$ cat src/core/dei_pkg.sv
// Purpose: Shared constants for the converter event status block.
// Assumes: Register port frames are 16 instruction bits then 8 data bits.
// Notes:   Addresses are 15-bit register offsets of the serial port.

package dei_pkg;

  // ------------------------------------------------------------------
  // Serial frame layout
  // ------------------------------------------------------------------
  localparam int          ADDR_W      = 15;
  localparam int          DATA_W      = 8;
  localparam int          CNT_W       = 5;
  localparam logic [4:0]  INSTR_BITS  = 5'h10;  // R/W bit plus address
  localparam logic [4:0]  FRAME_BITS  = 5'h18;  // Instruction plus one byte
  localparam int          RW_BIT      = 15;     // 1 = read

  // ------------------------------------------------------------------
  // Register offsets
  // ------------------------------------------------------------------
  localparam logic [14:0] ADDR_CH_ERR = 15'h0024;
  localparam logic [14:0] ADDR_PAIR_A = 15'h0025;
  localparam logic [14:0] ADDR_PAIR_B = 15'h0026;

  // ------------------------------------------------------------------
  // Field positions
  // ------------------------------------------------------------------
  localparam int BIT_CH0_FAIL   = 0;
  localparam int BIT_CH1_FAIL   = 1;
  localparam int BIT_A_TRIP     = 0;
  localparam int BIT_A_WINDOW   = 1;
  localparam int BIT_A_ROTATE   = 2;
  localparam int BIT_A_LOCK     = 3;
  localparam int BIT_A_OSC      = 4;
  localparam int BIT_A_BLANK    = 5;
  localparam int BIT_A_POWER    = 7;
  localparam int BIT_B_POWER    = 7;

  // ------------------------------------------------------------------
  // Implemented bits and reset values
  // ------------------------------------------------------------------
  localparam logic [7:0]  IMPL_CH_ERR  = 8'h03;
  localparam logic [7:0]  IMPL_PAIR_A  = 8'hbf;  // Bit 6 reserved
  localparam logic [7:0]  IMPL_PAIR_B  = 8'h80;  // Bit 6 and below reserved
  localparam logic [7:0]  STATUS_RESET = 8'h00;
  localparam logic [7:0]  READ_ZERO    = 8'h00;

endpackage : dei_pkg

$ cat src/core/dei_spi_port.sv
// Purpose: Serial register port slave, oversampled by the core clock.
// Assumes: Serial clock low phase longer than three core clocks, as sdo lags each fall.
// Notes:   Mode 0 framing, MSB first, one data byte per frame.

`timescale 1ns/1ps

module dei_spi_port (
  input  wire logic                         clock,
  input  wire logic                         resetn,
  input  wire logic                         spi_sclk,
  input  wire logic                         spi_csn,
  input  wire logic                         spi_sdi,
  input  wire logic [dei_pkg::DATA_W-1:0]   rd_data,
  output logic                              spi_sdo,
  output logic                              spi_sdo_oe_n,
  output logic      [dei_pkg::ADDR_W-1:0]   reg_addr,
  output logic                              wr_strobe,
  output logic      [dei_pkg::DATA_W-1:0]   wr_data
);

  // ------------------------------------------------------------------
  // Pin synchronisers
  // ------------------------------------------------------------------
  logic                         sclk_m, sclk_s, sclk_d;
  logic                         csn_m, csn_s;
  logic                         sdi_m, sdi_s;
  logic [dei_pkg::CNT_W-1:0]    bit_cnt;
  logic [15:0]                  instr;
  logic [dei_pkg::DATA_W-1:0]   wshift;
  logic [dei_pkg::DATA_W-1:0]   rshift;
  logic                         instr_done;

  // Two stages on every pin, third stage only for edge detect
  always_ff @(posedge clock) begin
    if (!resetn) begin
      {sclk_m, sclk_s, sclk_d} <= 3'h0;
      {csn_m, csn_s}           <= 2'h3;
      {sdi_m, sdi_s}           <= 2'h0;
    end else begin
      {sclk_m, sclk_s, sclk_d} <= {spi_sclk, sclk_m, sclk_s};
      {csn_m, csn_s}           <= {spi_csn, csn_m};
      {sdi_m, sdi_s}           <= {spi_sdi, sdi_m};
    end
  end

  // ------------------------------------------------------------------
  // Edge and frame decode
  // ------------------------------------------------------------------
  wire sclk_rise = sclk_s & ~sclk_d & ~csn_s;
  wire sclk_fall = ~sclk_s & sclk_d & ~csn_s;
  wire in_instr  = bit_cnt < dei_pkg::INSTR_BITS;
  wire in_frame  = bit_cnt < dei_pkg::FRAME_BITS;
  wire last_ibit = sclk_rise & (bit_cnt == dei_pkg::INSTR_BITS - 5'h01);
  wire last_dbit = sclk_rise & (bit_cnt == dei_pkg::FRAME_BITS - 5'h01);
  wire is_read   = instr[dei_pkg::RW_BIT];
  wire rd_shift  = sclk_fall & is_read & ~in_instr & in_frame
                   & (bit_cnt != dei_pkg::INSTR_BITS);

  assign reg_addr = instr[dei_pkg::ADDR_W-1:0];

  // Bit counter and input shifters, extra bits ignored
  always_ff @(posedge clock) begin
    if (!resetn || csn_s) begin
      bit_cnt <= '0;
    end else if (sclk_rise && in_frame) begin
      bit_cnt <= bit_cnt + 5'h01;
    end
  end

  always_ff @(posedge clock) begin
    if (!resetn) begin
      instr  <= 16'h0000;
      wshift <= 8'h00;
    end else if (sclk_rise && in_instr) begin
      instr  <= {instr[14:0], sdi_s};
    end else if (sclk_rise && in_frame) begin
      wshift <= {wshift[6:0], sdi_s};
    end
  end

  // Write strobe after the last data bit
  always_ff @(posedge clock) begin
    if (!resetn) begin
      wr_strobe  <= 1'b0;
      wr_data    <= 8'h00;
      instr_done <= 1'b0;
    end else begin
      wr_strobe  <= last_dbit & ~is_read;
      instr_done <= last_ibit;
      if (last_dbit) begin
        wr_data <= {wshift[6:0], sdi_s};
      end
    end
  end

  // Read data loaded after the instruction, shifted on falling edges
  always_ff @(posedge clock) begin
    if (!resetn || csn_s) begin
      rshift       <= 8'h00;
      spi_sdo      <= 1'b0;
      spi_sdo_oe_n <= 1'b1;
    end else if (instr_done && is_read) begin
      rshift       <= rd_data;
      spi_sdo      <= rd_data[7];
      spi_sdo_oe_n <= 1'b0;
    end else if (rd_shift) begin
      rshift       <= {rshift[6:0], 1'b0};
      spi_sdo      <= rshift[6];
    end
  end

endmodule : dei_spi_port

$ cat src/core/dei_status_core.sv
// Purpose: Event status flags with live or latched view and interrupt.
// Assumes: Event and mode inputs come from logic on the same clock.
// Notes:   Registers reached only through the serial register port.

`timescale 1ns/1ps

module dei_status_core (
  input  wire logic  clock,
  input  wire logic  resetn,
  // Serial register port pins
  input  wire logic  spi_sclk,
  input  wire logic  spi_csn,
  input  wire logic  spi_sdi,
  output logic       spi_sdo,
  output logic       spi_sdo_oe_n,
  // Event conditions
  input  wire logic  ch1_pattern_fail,
  input  wire logic  ch0_pattern_fail,
  input  wire logic  pair_a_power_over,
  input  wire logic  pair_a_blank_finished,
  input  wire logic  pair_a_osc_align_trip,
  input  wire logic  pair_a_lmfc_locked,
  input  wire logic  pair_a_lmfc_rotated,
  input  wire logic  pair_a_lmfc_out_of_window,
  input  wire logic  pair_a_lmfc_tripped,
  input  wire logic  pair_b_power_over,
  // Per event latch mode bits
  input  wire logic  ch1_pattern_latch_mode,
  input  wire logic  ch0_pattern_latch_mode,
  input  wire logic  pair_a_power_latch_mode,
  input  wire logic  pair_a_blank_latch_mode,
  input  wire logic  pair_a_osc_latch_mode,
  input  wire logic  pair_a_lock_latch_mode,
  input  wire logic  pair_a_rotate_latch_mode,
  input  wire logic  pair_a_window_latch_mode,
  input  wire logic  pair_a_trip_latch_mode,
  input  wire logic  pair_b_power_latch_mode,
  // Shared interrupt
  output logic       irq_n
);

  // ------------------------------------------------------------------
  // Declarations
  // ------------------------------------------------------------------
  logic [dei_pkg::ADDR_W-1:0]  reg_addr;
  logic                        wr_strobe;
  logic [dei_pkg::DATA_W-1:0]  wr_data;
  logic [dei_pkg::DATA_W-1:0]  rd_data;
  logic [7:0]                  ev_ch, ev_a, ev_b;
  logic [7:0]                  md_ch, md_a, md_b;
  logic [23:0]                 ev_all;
  logic [23:0]                 md_all;
  logic [23:0]                 clr_all;
  logic [23:0]                 held;
  logic [23:0]                 view;
  logic                        next_irq_n;

  // Implemented bits, channel byte lowest; a constant, so the
  // generate loop below builds no flip-flops for reserved bits
  localparam logic [23:0]      IMPL_ALL = {dei_pkg::IMPL_PAIR_B,
                                           dei_pkg::IMPL_PAIR_A,
                                           dei_pkg::IMPL_CH_ERR};

  // ------------------------------------------------------------------
  // Serial register port
  // ------------------------------------------------------------------
  dei_spi_port u_port (
    .clock        (clock),
    .resetn       (resetn),
    .spi_sclk     (spi_sclk),
    .spi_csn      (spi_csn),
    .spi_sdi      (spi_sdi),
    .rd_data      (rd_data),
    .spi_sdo      (spi_sdo),
    .spi_sdo_oe_n (spi_sdo_oe_n),
    .reg_addr     (reg_addr),
    .wr_strobe    (wr_strobe),
    .wr_data      (wr_data)
  );

  // ------------------------------------------------------------------
  // Event placement into register bits
  // ------------------------------------------------------------------
  // Channel pattern byte
  always_comb begin
    ev_ch = dei_pkg::STATUS_RESET;
    md_ch = dei_pkg::STATUS_RESET;
    ev_ch[dei_pkg::BIT_CH1_FAIL] = ch1_pattern_fail;
    md_ch[dei_pkg::BIT_CH1_FAIL] = ch1_pattern_latch_mode;
    ev_ch[dei_pkg::BIT_CH0_FAIL] = ch0_pattern_fail;
    md_ch[dei_pkg::BIT_CH0_FAIL] = ch0_pattern_latch_mode;
  end

  // Pair A byte, bit 6 stays zero
  always_comb begin
    ev_a = dei_pkg::STATUS_RESET;
    md_a = dei_pkg::STATUS_RESET;
    ev_a[dei_pkg::BIT_A_POWER]  = pair_a_power_over;
    md_a[dei_pkg::BIT_A_POWER]  = pair_a_power_latch_mode;
    ev_a[dei_pkg::BIT_A_BLANK]  = pair_a_blank_finished;
    md_a[dei_pkg::BIT_A_BLANK]  = pair_a_blank_latch_mode;
    ev_a[dei_pkg::BIT_A_OSC]    = pair_a_osc_align_trip;
    md_a[dei_pkg::BIT_A_OSC]    = pair_a_osc_latch_mode;
    ev_a[dei_pkg::BIT_A_LOCK]   = pair_a_lmfc_locked;
    md_a[dei_pkg::BIT_A_LOCK]   = pair_a_lock_latch_mode;
    ev_a[dei_pkg::BIT_A_ROTATE] = pair_a_lmfc_rotated;
    md_a[dei_pkg::BIT_A_ROTATE] = pair_a_rotate_latch_mode;
    ev_a[dei_pkg::BIT_A_WINDOW] = pair_a_lmfc_out_of_window;
    md_a[dei_pkg::BIT_A_WINDOW] = pair_a_window_latch_mode;
    ev_a[dei_pkg::BIT_A_TRIP]   = pair_a_lmfc_tripped;
    md_a[dei_pkg::BIT_A_TRIP]   = pair_a_trip_latch_mode;
  end

  // Pair B byte, only the power bit exists
  always_comb begin
    ev_b = dei_pkg::STATUS_RESET;
    md_b = dei_pkg::STATUS_RESET;
    ev_b[dei_pkg::BIT_B_POWER] = pair_b_power_over;
    md_b[dei_pkg::BIT_B_POWER] = pair_b_power_latch_mode;
  end

  // Flat vectors, channel byte lowest
  assign ev_all   = {ev_b, ev_a, ev_ch};
  assign md_all   = {md_b, md_a, md_ch};

  // ------------------------------------------------------------------
  // Write one to clear decode
  // ------------------------------------------------------------------
  wire hit_ch = reg_addr == dei_pkg::ADDR_CH_ERR;
  wire hit_a  = reg_addr == dei_pkg::ADDR_PAIR_A;
  wire hit_b  = reg_addr == dei_pkg::ADDR_PAIR_B;

  // ones in the written byte clear
  assign clr_all = {(wr_strobe & hit_b)  ? wr_data : dei_pkg::READ_ZERO,
                    (wr_strobe & hit_a)  ? wr_data : dei_pkg::READ_ZERO,
                    (wr_strobe & hit_ch) ? wr_data : dei_pkg::READ_ZERO};

  // ------------------------------------------------------------------
  // Per flag storage
  // ------------------------------------------------------------------
  for (genvar g = 0; g < 24; g++) begin : g_flag
    if (IMPL_ALL[g]) begin : g_impl
      // Flag lives only in latch mode; dropping the mode clears it
      logic ev_prev;
      logic flag;
      // Rising edge of the event condition
      wire  rise      = ev_all[g] & ~ev_prev;
      // set wins over a clear in the same cycle
      wire  next_flag = md_all[g] & ((flag & ~clr_all[g]) | rise);

      // Edge history and held flag
      always_ff @(posedge clock) begin
        if (!resetn) begin
          ev_prev <= 1'b0;
          flag    <= 1'b0;
        end else begin
          ev_prev <= ev_all[g];
          flag    <= next_flag;
        end
      end

      assign held[g] = flag;
      assign view[g] = md_all[g] ? flag : ev_all[g];
    end else begin : g_rsvd
      // Reserved bits read zero
      assign held[g] = 1'b0;
      assign view[g] = 1'b0;
    end
  end

  // ------------------------------------------------------------------
  // Read data selection
  // ------------------------------------------------------------------
  // Unmapped addresses read zero
  assign rd_data = hit_ch ? view[7:0]   :
                   hit_a  ? view[15:8]  :
                   hit_b  ? view[23:16] : dei_pkg::READ_ZERO;

  // ------------------------------------------------------------------
  // Interrupt output
  // ------------------------------------------------------------------
  // low while any held flag set
  assign next_irq_n = ~(|held);

  always_ff @(posedge clock) begin
    if (!resetn) begin
      irq_n <= 1'b1;
    end else begin
      irq_n <= next_irq_n;
    end
  end

endmodule : dei_status_core

$ cat config.mk
export PLATFORM = sky130hd
export DESIGN_NAME = dei_status_core
export DESIGN_NICKNAME = d
export VERILOG_FILES = /design/src/core/dei_pkg.sv /design/src/core/dei_spi_port.sv /design/src/core/dei_status_core.sv
export SDC_FILE = /design/constraint.sdc
export NUM_CORES = 1
export LEC_CHECK = 0
export BUFFER_PORTS_ARGS = -buffer_cell sky130_fd_sc_hd__buf_2
export CORE_MARGIN = 1
export CORE_UTILIZATION = 35
export DETAILED_ROUTE_END_ITERATION = 8
export GPL_TIMING_DRIVEN = 0
export MAX_ROUTING_LAYER = met4
export SKIP_LAST_GASP = 1
export SLEW_MARGIN = 20
export SYNTH_ARGS = -nofsm -noshare
export SYNTH_HDL_FRONTEND = slang
export SYNTH_HIERARCHICAL = 1
export SYNTH_SLANG_ARGS = --single-unit
$ cat constraint.sdc
create_clock -name clock -period 1.6 [get_ports clock]
set_input_delay 0.16 -clock clock [delete_from_list [all_inputs] [get_ports clock]]
set_output_delay 0.16 -clock clock [all_outputs]
set_load 0.005 [all_outputs]
# Word-level counts from Yosys, hierarchy flattened
# Index checks and enable logic that the tools add are counted.
[word_totals]
reg_bits = 75
latch_bits = 0
ramBits = 0
rom_bits = 0
in_bits = 25
out_inout_bits = 3
elab_cells = 155
mem_count = 0
[op_classes]
add_sub_neg = 1
multipliers = 0
div = 0
n_lt_le_gt_ge = 2
eq_ne = 6
n_shift = 0
n_mux = 20
n_bitwise = 81
n_reduce_logical = 8
[ops]
columns = ["cell", "count"]
rows = [
  ["equality test 15 x 6 -> 1 bit (second input constant)", 3],
  ["bitwise AND 1 bit", 44],
  ["2-to-1 mux 8 bit", 5],
  ["NOT 1 bit", 27],
  ["2-to-1 mux 7 bit", 2],
  ["2-to-1 mux 1 bit", 12],
  ["< comparator 5 bit (second input constant)", 2],
  ["OR 1 bit", 10],
  ["OR reduction 10 bit", 1],
  ["adder 5 x 1 -> 5 bit (second input constant)", 1],
  ["equality test 5 x 4 -> 1 bit (second input constant)", 1],
  ["equality test 5 bit (second input constant)", 1],
  ["!= test 5 bit (second input constant)", 1],
  ["logical AND 1 bit", 3],
  ["2-to-1 mux 2 bit", 1],
  ["AND reduction 2 bit", 1],
  ["nonzero test 2 bit", 1],
  ["logical NOT 1 bit", 1],
  ["logical OR 1 bit", 1],
]

# Depth between registers and ports, before layout
# Gate-level depths: netlist (run 1).
[logic_depth]
depth_word = 9
depth_mapped = 8
ltp_nobuf = 6

# Modules after synthesis
# Netlist (run 1), hierarchy kept.
[modules_own_cells]
columns = ["module", "n_inst", "cells_per_inst", "area_each_um2", "seq_area_each_um2"]
rows = [
  ["dei_spi_port", 1, 261, 2312.2, 1081.0],
  ["dei_status_core", 1, 118, 1061.0, 420.4],
]

# Worst setup path after synthesis (run 1)
# No wires, ideal clock.
[synth_timing]
path_kind = "register -> register"
startpoint = "reg u_port.instr[4]"
endpoint = "reg u_port/rshift[1] (netlist bit)"
setup_time_ps = 74
t_arrival_ps = 1591
required_ps = 1526
slack_ps = -65
path_stages_with_launch = 9
n_path_buf = 2
period_less_slack_ps = 1665
path_cell_list = "dfxtp_1 -> buf_4 -> nor4b_4 -> nand4_2 -> or2_1 -> buf_6 -> o22ai_2 -> o21ai_0 -> a31oi_1"
[synth_between]
elab_chain_len = 4
word_cells_on_any_way = 5
classes_between = "eq/ne: 2; mux: 3"
[synth_rtl]
columns = ["item", "line_no", "source"]
rows = [
  ["start: declaration", "dei_spi_port.sv:28", "logic [15:0] instr;"],
  ["start signal: assignment", "dei_spi_port.sv:75", "instr <= {instr[14:0], sdi_s};"],
  ["equality test 15 x 6 -> 1 bit", "dei_status_core.sv:130", "wire hit_a = reg_addr == dei_pkg::ADDR_PAIR_A;"],
  ["2-to-1 mux 8 bit", "dei_status_core.sv:176", "hit_a ? view[15:8] :"],
  ["2-to-1 mux 8 bit *", "dei_status_core.sv:175", "assign rd_data = hit_ch ? view[7:0] :"],
  ["via rd_data (one bit)", "dei_status_core.sv:48", "logic [dei_pkg::DATA_W-1:0] rd_data;"],
  ["2-to-1 mux 7 bit *", "dei_spi_port.sv:102", "end else if (instr_done && is_read) begin"],
  ["end signal: assignment", "dei_spi_port.sv:103", "rshift <= rd_data;"],
  ["end signal: assignment", "dei_spi_port.sv:107", "rshift <= {rshift[6:0], 1'b0};"],
  ["end: declaration", "dei_spi_port.sv:30", "logic [dei_pkg::DATA_W-1:0] rshift;"],
]
# The timed path passes the listed nets; every way through them passes the cells marked *.
# A chain may end at the register's enable or synchronous reset.

# Final worst setup path (run 1)
[layout_timing]
startpoint = "reg u_port.instr[7]"
endpoint = "reg u_port/rshift[1] (netlist bit)"
# Same word-level chain as after synthesis.

==> results of run 1 <==
## per-stage QoR
step	cells	setup slack [ns]
4_1_cts	551	-0.0867
2_1_floorplan	375	-0.0167
3_3_place_gp	531	-0.295
6_report	550	-0.0914
3_5_place_dp	531	-0.323
5_1_grt	550	-0.205
## state kept, by name, summed over array words and instances (netlist names), 5 cells and up
name                   count
g_flag.g_impl.ev_prev     10
u_port/bit_cnt             5
u_port/rshift              7
u_port/instr              16
u_port/wr_data             7
u_port/wshift              7
g_flag.g_impl.flag        10
## cells in the final DEF, fill, tap and decap left out, types with 2 or more instances in the layout
cell type / count
nand3_1: 15
or4_1: 3
o31ai_1: 7
a31oi_1: 8
o22ai_4: 2
clkbuf_8: 10
o21ai_0: 17
nand2_1: 59
o311ai_0: 2
o21ai_1: 4
inv_1: 5
and3_1: 2
clkbuf_1: 15
o211ai_1: 5
buf_2: 30
nor3_1: 3
a21oi_1: 15
a21boi_0: 20
nor4b_4: 2
nor4_4: 2
o41ai_1: 2
and2_1: 16
clkinv_2: 3
clkbuf_2: 2
nor2_2: 5
nor2_1: 7
ha_1: 3
buf_4: 19
dfxtp_2: 14
nand4_1: 9
nand2b_1: 12
mux2i_1: 16
a21boi_1: 3
dfxtp_1: 60
nor2b_1: 8
## path summary, 6_finish.rpt
kind / start / to / slack (ns)
max: u_port/instr[7] / u_port/rshift[1] / -0.09
min: spi_sclk / u_port/sclk_m / 0.02
max reg2reg: u_port/instr[7] / u_port/rshift[1] / -0.09
min reg2reg: u_port/csn_m / u_port/csn_s / 0.41
## worst max-delay path: stages, from the launching register on
cell and delay [ns]:
dfxtp_2 0.34, nor4b_4 0.37, nand4_4 0.15, or2_1 0.26, buf_6 0.14, o22ai_4 0.12, o21ai_2 0.07, a31oi_1 0.16
## routing by layer
metal,GRT usage (%),up-vias
met1,20.5,1255
met3,3.72,9
li1,-,1380
met2,24.6,57
met4,6.45,0
met5,-,-
## power breakdown
part | leakage (nW) | total, mW | switching, mW | internal (mW)
combinational | 0.671 | 0.174 | 0.0905 | 0.0832
sequential | 0.608 | 1.89 | 0.0185 | 1.88
clock | 0.0872 | 1.27 | 0.671 | 0.600
## what timing repair did
item	CTS	global route
gates resized for setup	14	11
setup buffers	12	0
pin swaps	6	6
hold buffers	1	0
endpoints found under the hold margin	1	0
endpoints found under the setup margin	13	33
## cell type report
cell class	instances	area, sq um	area share, %
multi-input combinational	260	1680	43.1
sequential	74	1500	38.5
timing repair buffer	40	235	6.04
tap	129	161	4.14
clock buffer	13	149	3.82
buffer	26	138	3.53
inverter	5	18.8	0.482
clock inverter	3	15.0	0.385
==> results.py, run 1 <==
metrics = {
    "status": {
        "status": "complete, but fails checks",
        "violations": "setup timing",
    },
    "hold_path": {
        "hp-class": "primary input to register",
        "min_delay_path_depth": 2,
    },
    "flow_run": {
        "max_cap_violations": 0,
    },
    "routing": {
        "via_count": 2701,
        "wl_um": 7380,
        "wire_per_inst_um": 13.4,
        "ant_nets": 0,
        "drc_errors": 0,
        "m1WireLength_um": 3520,
        "top_layer_used": "met4",
        "drt-vias-per-instance": 4.91,
        "drt_iter0_drc": 121,
        "drt-pass1-iter-count": 5,
        "wl_met3_um": 296,
        "wl_met2_um": 3450,
    },
    "global_routing": {
        "antenna_found_initial": 0,
        "grt_pass1_wl_um": 12100,
        "grt_overflow": 0,
        "grt_pass1_vias": 2505,
        "grt_usage_pct": 16.1,
        "grt_max_degree": 12,
    },
    "synthesis": {
        "syn_inst": 375,
        "yosys_warnings": 6,
        "syn_area_sq_um": 3340,
        "synth_fp_nets": 403,
        "synth_area_per_cell_sq_um": 8.90,
    },
    "timing": {
        "worstMarginPinSlew_ns": 0.632,
        "drv_slew": 0,
        "final_hold_viol_count": 0,
        "setup_viol": 6,
        "setup_tns_ns": -0.335,
        "rsz0062_at_grt": "true",
        "clock.fmax_mhz": 591,
        "slew-limit-headroom_pct": 57.8,
        "fin_hold_ws_ns": 0.0197,
        "finalCriticalPeriod_ns": 1.69,
        "skew_ns": 0.00747,
        "period_share_pct": 106,
        "worst_slack_ns": -0.0914,
    },
    "clock_network": {
        "cts_made_buffers": 9,
        "h-tree-depth": 3,
        "clk-insertion-delay-late_ns": 0.35,
        "clock-root-buffer": "clkbuf_8",
        "cts_buffer_depth": 2,
        "clock_sinks": 74,
        "cts_tree": "done",
        "path_clk_slew_ns": 0.08,
    },
    "placed_design": {
        "port_buffers": 27,
        "place_congestion": 0.809,
        "placed_cell_area_sq_um": 3650,
        "dpl.hpwl_um": 5200,
    },
    "cells_and_area": {
        "antennaDiodeCount": 0,
        "drive_gt1_share_pct": 23.3,
        "utilization_pct": 42.2,
        "nets": 444,
        "fin_area_sq_um": 3890,
        "fillers": 932,
        "syn_to_final_growth_pct": 16.8,
    },
    "die": {
        "row_count": 35,
        "die-width_um": 99.6,
        "ios": 28,
        "core_sq_um": 9240,
        "dieArea_sq_um": 9930,
        "die-height_um": 99.6,
        "initial_core_util_pct": 36.1,
    },
    "setup_path": {
        "start_kind": "register",
        "arrival_ns": 1.96,
        "r2r_cells": 7,
        "end_kind": "register",
        "worstPathMaxFanout": 6,
        "worstSetupPathType": "register to register",
        "crit_required_ns": 1.87,
    },
    "power_and_ir_drop": {
        "pwr_density_cell_nw_per_um2": 857,
        "p_leak_nw": 1.37,
        "p_total_mw": 3.34,
        "ir_drop_mv": 0.306,
    },
}
No activity file was read; power rests on OpenSTA's default activity.
==> run 2: changes to the inputs <==
BUFFER_PORTS_ARGS = unset   (was -buffer_cell sky130_fd_sc_hd__buf_2)
DONT_BUFFER_PORTS = 1   (was unset)
clock period = 1.7 ns   (was 1.6 ns; I/O delays follow)
==> results.py, run 2 (synthesis results as in run 1) <==
metrics = {
    "status": {
        "status": "complete, but fails checks",
        "violations": "setup timing",
    },
    "routing": {
        "via_count": 2706,
        "drt-pass1-iter-count": 4,
        "wire_per_inst_um": 13.6,
        "drt_iter0_drc": 143,
        "drc_errors": 0,
        "wl_um": 7450,
        "ant_nets": 0,
        "drt-vias-per-instance": 4.96,
    },
    "placed_design": {
        "post-place-ws_ns": -0.331,
        "dpl.hpwl_um": 5170,
        "port_buffers": 0,
        "place_congestion": 0.789,
    },
    "setup_path": {
        "start_kind": "register",
        "worstPathMaxFanout": 6,
        "reg2reg_slack_ns": -0.01,
        "crit_required_ns": 1.98,
        "end_kind": "register",
        "worstSetupPathType": "register to register",
        "arrival_ns": 1.99,
    },
    "timing": {
        "worstMarginPinSlew_ns": 0.584,
        "finalCriticalPeriod_ns": 1.71,
        "setup_viol": 1,
        "clock.fmax_mhz": 584,
        "skew_ns": 0.00971,
        "drv_slew": 0,
        "period_share_pct": 101,
        "rsz0062_at_grt": "true",
        "worst_slack_ns": -0.0135,
        "slew-limit-headroom_pct": 61.0,
        "final_hold_viol_count": 0,
    },
    "cells_and_area": {
        "mostFrequentLayoutCell": "dfxtp_1",
        "layout_common_cells": "dfxtp_1 (62), nand2_1 (59), dlygate4sd3_1 (24), a21boi_0 (20), buf_4 (19)",
        "reg.largest.list": "u_port/instr x16, g_flag.g_impl.ev_prev x10, g_flag.g_impl.flag x10",
        "fillers": 930,
        "nets": 441,
        "antennaDiodeCount": 0,
        "largest_reg_flops": 16,
        "drive_gt1_share_pct": 16.5,
        "largest_register": "u_port/instr",
        "syn_to_final_growth_pct": 19.6,
    },
    "die": {
        "initial_core_util_pct": 36.1,
        "die-width_um": 99.6,
        "die-height_um": 99.6,
        "core_sq_um": 9240,
        "ios": 28,
        "dieArea_sq_um": 9930,
        "row_count": 35,
    },
    "power_and_ir_drop": {
        "seq_power_share_pct": 57.5,
        "p_sw_share_pct": 23.4,
        "pwr-share-clk_pct": 37.2,
        "pwr_density_cell_nw_per_um2": 778,
        "p_sw_mw": 0.727,
        "p_comb_share_pct": 5.3,
        "p_leak_nw": 1.34,
        "p_total_mw": 3.10,
        "p_int_mw": 2.37,
        "ir_drop_mv": 0.294,
    },
    "clock_network": {
        "h-tree-depth": 3,
        "clock-root-buffer": "clkbuf_8",
        "clock_sinks": 74,
        "path_clk_slew_ns": 0.08,
        "cts_made_buffers": 9,
        "clk-insertion-delay-late_ns": 0.34,
        "cts_buffer_depth": 2,
        "cts_tree": "done",
    },
    "global_routing": {
        "grt_pass1_wl_um": 12400,
        "grt_overflow": 0,
        "grt_usage_pct": 16.4,
        "grt_max_degree": 13,
        "antenna_found_initial": 0,
        "grt_pass1_vias": 2620,
    },
    "flow_run": {
        "max_cap_violations": 0,
    },
    "hold_path": {
        "hp-class": "primary input to register",
    },
}
==> run 2: power by group through the flow <==
stage	registers, mW	logic [mW]	clock network (mW)
2_1_floorplan	1.82	0.0920	0
3_3_place_gp	1.82	0.113	0
3_5_place_dp	1.82	0.116	0
4_1_cts	1.78	0.166	1.19
5_1_grt	1.79	0.182	1.27
6_report	1.78	0.165	1.15
==> run 2: cell type report <==
type / count / area [sq um] / area share (%)
multi-input cells: 260 / 1680 / 42.2
plain buffers: 28 / 148 / 3.70
clock inverters: 5 / 32.5 / 0.816
repair buffers: 35 / 323 / 8.09
inverters: 5 / 18.8 / 0.471
clock buffers: 10 / 128 / 3.20
flip-flops and latches: 74 / 1500 / 37.5
well taps: 129 / 161 / 4.05
==> run 2: metrics by stage <==
stage	cells	setup TNS (ns)	utilization [%]	hold WS [ns]	cell area (sq um)
floorplan	375	0	-	0.271	3340
global placement	504	-1.15	37.8	0.273	3500
detailed placement	504	-1.54	37.8	0.277	3500
CTS	544	-0.107	42.8	0.127	3950
global route	546	-0.666	43.2	0.148	3990
finish	546	-0.0135	43.2	0.140	3990
==> run 2: critical path, cell delays in order, from the launching register on <==
cell	delay [ns]
dfxtp_2	0.34
nor4b_4	0.39
nand4_4	0.15
or2_1	0.24
buf_6	0.15
o22ai_4	0.17
nand3_2	0.10
a21oi_2	0.12
==> run 2: timing repair <==
item / in CTS / in global routing
resized for setup: 18 / 10
endpoints found under the setup margin: 6 / 15
setup buffers: 9 / 2
pin swaps: 10 / 8
hold buffers: 24 / 0
hold endpoints to repair: 23 / 0
==> run 2: path summary, 6_finish.rpt <==
| path | startpoint | endpoint | depth (start not counted) |
|---|---|---|---|
| worst max register to register | u_port/instr[7] | u_port/rshift[0] | 7 |
| worst max-delay path | u_port/instr[7] | u_port/rshift[0] | 7 |
| worst min register to register | u_port/csn_m | u_port/csn_s | 1 |
| worst min-delay path | pair_a_lmfc_tripped | g_flag[8].g_impl.flag | 3 |
==> run 2: routing by layer <==
metal	share of wire, %	vias up	track usage (%)
met1	48	1269	20.3
li1	-	1374	-
met4	1.9	0	4.30
met5	0	-	-
met2	46	55	26.4
met3	4.3	8	4.64
==> run 3: changes to the inputs <==
CORE_UTILIZATION = 45   (was 35)
PLACE_DENSITY = 0.57   (was unset)
==> results.py, run 3 (synthesis results as in run 1) <==
metrics = {
    "setup_path": {
        "start_kind": "register",
        "worstSetupPathType": "register to register",
        "crit_required_ns": 1.97,
        "worst_path_largest_cell_delay_ns": 0.32,
        "critPathSlowestCell": "dfxtp_2",
        "arrival_ns": 2.03,
        "crit_chain": "buf_4 -> nor4_4 -> nand4_4 -> or2_1 -> buf_6 -> o22ai_4 -> o21ai_1 -> a31oi_1",
        "worstPathMaxFanout": 6,
        "end_kind": "register",
    },
    "routing": {
        "wire_per_inst_um": 14.6,
        "drt_iter0_drc": 62,
        "drc_errors": 0,
        "via_count": 2701,
        "wl_um": 7540,
        "drt-vias-per-instance": 5.21,
        "drt-pass1-iter-count": 4,
        "ant_nets": 0,
    },
    "global_routing": {
        "antenna_found_initial": 0,
        "grt_overflow": 0,
        "grt_usage_pct": 21.2,
        "grt_pass1_vias": 2544,
        "grt_pass1_wl_um": 12000,
        "grt_max_degree": 12,
    },
    "cells_and_area": {
        "drive_gt1_share_pct": 16.2,
        "reg.largest.list": "u_port/instr x16, g_flag.g_impl.ev_prev x10, g_flag.g_impl.flag x10",
        "largest_reg_flops": 16,
        "mostFrequentLayoutCell": "dfxtp_1",
        "nets": 442,
        "layout_common_cells": "dfxtp_1 (62), nand2_1 (59), dlygate4sd3_1 (24), o21ai_0 (21), buf_4 (21)",
        "fin_area_sq_um": 3970,
        "largest_register": "u_port/instr",
        "utilization_pct": 55.1,
        "syn_to_final_growth_pct": 19.1,
        "antennaDiodeCount": 0,
    },
    "clock_network": {
        "cts_made_buffers": 9,
        "path_clk_slew_ns": 0.08,
        "h-tree-depth": 3,
        "clk-insertion-delay-late_ns": 0.34,
        "cts_tree": "done",
        "cts_buffer_depth": 2,
        "clock-root-buffer": "clkbuf_8",
        "clock_sinks": 74,
    },
    "die": {
        "ios": 28,
        "die-height_um": 88.1,
        "die-width_um": 88.1,
        "core_sq_um": 7210,
        "dieArea_sq_um": 7760,
        "row_count": 31,
        "initial_core_util_pct": 46.2,
    },
    "placed_design": {
        "port_buffers": 0,
        "place_congestion": 0.762,
        "placed_cell_area_sq_um": 3460,
        "dpl.hpwl_um": 5080,
    },
    "power_and_ir_drop": {
        "p_int_mw": 2.51,
        "pwr-share-clk_pct": 39.4,
        "p_sw_mw": 0.709,
        "p_sw_share_pct": 22.1,
        "p_leak_nw": 1.37,
        "pwr_density_cell_nw_per_um2": 809,
        "ir_drop_mv": 0.314,
        "seq_power_share_pct": 55.5,
        "p_comb_share_pct": 5.1,
    },
    "timing": {
        "period_share_pct": 103,
        "worst_slack_ns": -0.0572,
        "slew-limit-headroom_pct": 60.9,
        "skew_ns": 0.00902,
        "clock.fmax_mhz": 569,
        "rsz0062_at_grt": "true",
        "final_hold_viol_count": 0,
        "drv_slew": 0,
        "worstMarginPinSlew_ns": 0.585,
        "setup_tns_ns": -0.116,
        "finalCriticalPeriod_ns": 1.76,
        "setup_viol": 6,
    },
    "status": {
        "status": "complete, but fails checks",
        "violations": "setup timing",
    },
    "flow_run": {
        "max_cap_violations": 0,
    },
    "hold_path": {
        "hp-class": "primary input to register",
    },
}
[run 3: layer usage]
| metal | up-vias | part of all wire, % | track usage, % |
|---|---|---|---|
| met2 | 41 | 45 | 31.9 |
| met5 | - | 0 | - |
| met4 | 0 | 1.8 | 10.6 |
| met1 | 1268 | 50 | 27.3 |
| met3 | 11 | 2.8 | 3.86 |
| li1 | 1381 | - | - |
[run 3: worst paths after layout]
path	start	to	cells past startpoint	slack (ns)
max	u_port/instr[13]	u_port/rshift[1]	8	-0.06
max reg2reg	u_port/instr[13]	u_port/rshift[1]	8	-0.06
min	resetn	u_port/spi_sdo_oe_n	2	0.15
min reg2reg	u_port/csn_m	u_port/csn_s	1	0.41
[run 3: layout make-up]
| class | instances | area (sq um) |
|---|---|---|
| multi-input cells | 260 | 1670 |
| fillers | 701 | 3240 |
| repair buffers | 37 | 338 |
| clock inverters | 2 | 10.0 |
| flip-flops and latches | 74 | 1500 |
| plain buffers | 27 | 146 |
| well taps | 99 | 124 |
| clock buffers | 14 | 173 |
| inverters | 5 | 18.8 |
[run 3: repair_timing]
| action | in CTS | in global routing |
|---|---|---|
| endpoints found under the setup margin | 6 | 19 |
| setup buffers | 13 | 0 |
| endpoints found under the hold margin | 23 | 0 |
| pin swaps | 7 | 0 |
| gates resized for setup | 16 | 6 |
| hold buffers | 24 | 0 |
[run 3: worst max-delay path: cells and delay by family, from the launching register on]
kind | cells | cell delay (ns)
compound gates | 3 | 0.37
buf+inv | 2 | 0.28
flops | 1 | 0.32
simple gates | 3 | 0.72
[run 3: power by group through the flow]
stage / registers (mW) / logic (mW) / clock network [mW]
floorplan: 1.82 / 0.0920 / 0
global placement: 1.82 / 0.115 / 0
detailed placement: 1.82 / 0.116 / 0
CTS: 1.78 / 0.164 / 1.31
global route: 1.79 / 0.179 / 1.38
finish: 1.78 / 0.163 / 1.27
[run 3: per-stage QoR]
stage / worst slack (ns) / hold slack, ns / cells / total power, mW
after global placement: -0.253 / 0.273 / 474 / 1.94
final: -0.0572 / 0.149 / 518 / 3.21
after detailed placement: -0.293 / 0.277 / 474 / 1.94
after global routing: -0.198 / 0.149 / 518 / 3.34
after floorplan: 0.0350 / 0.271 / 375 / 1.91
after CTS: -0.00255 / 0.131 / 519 / 3.26
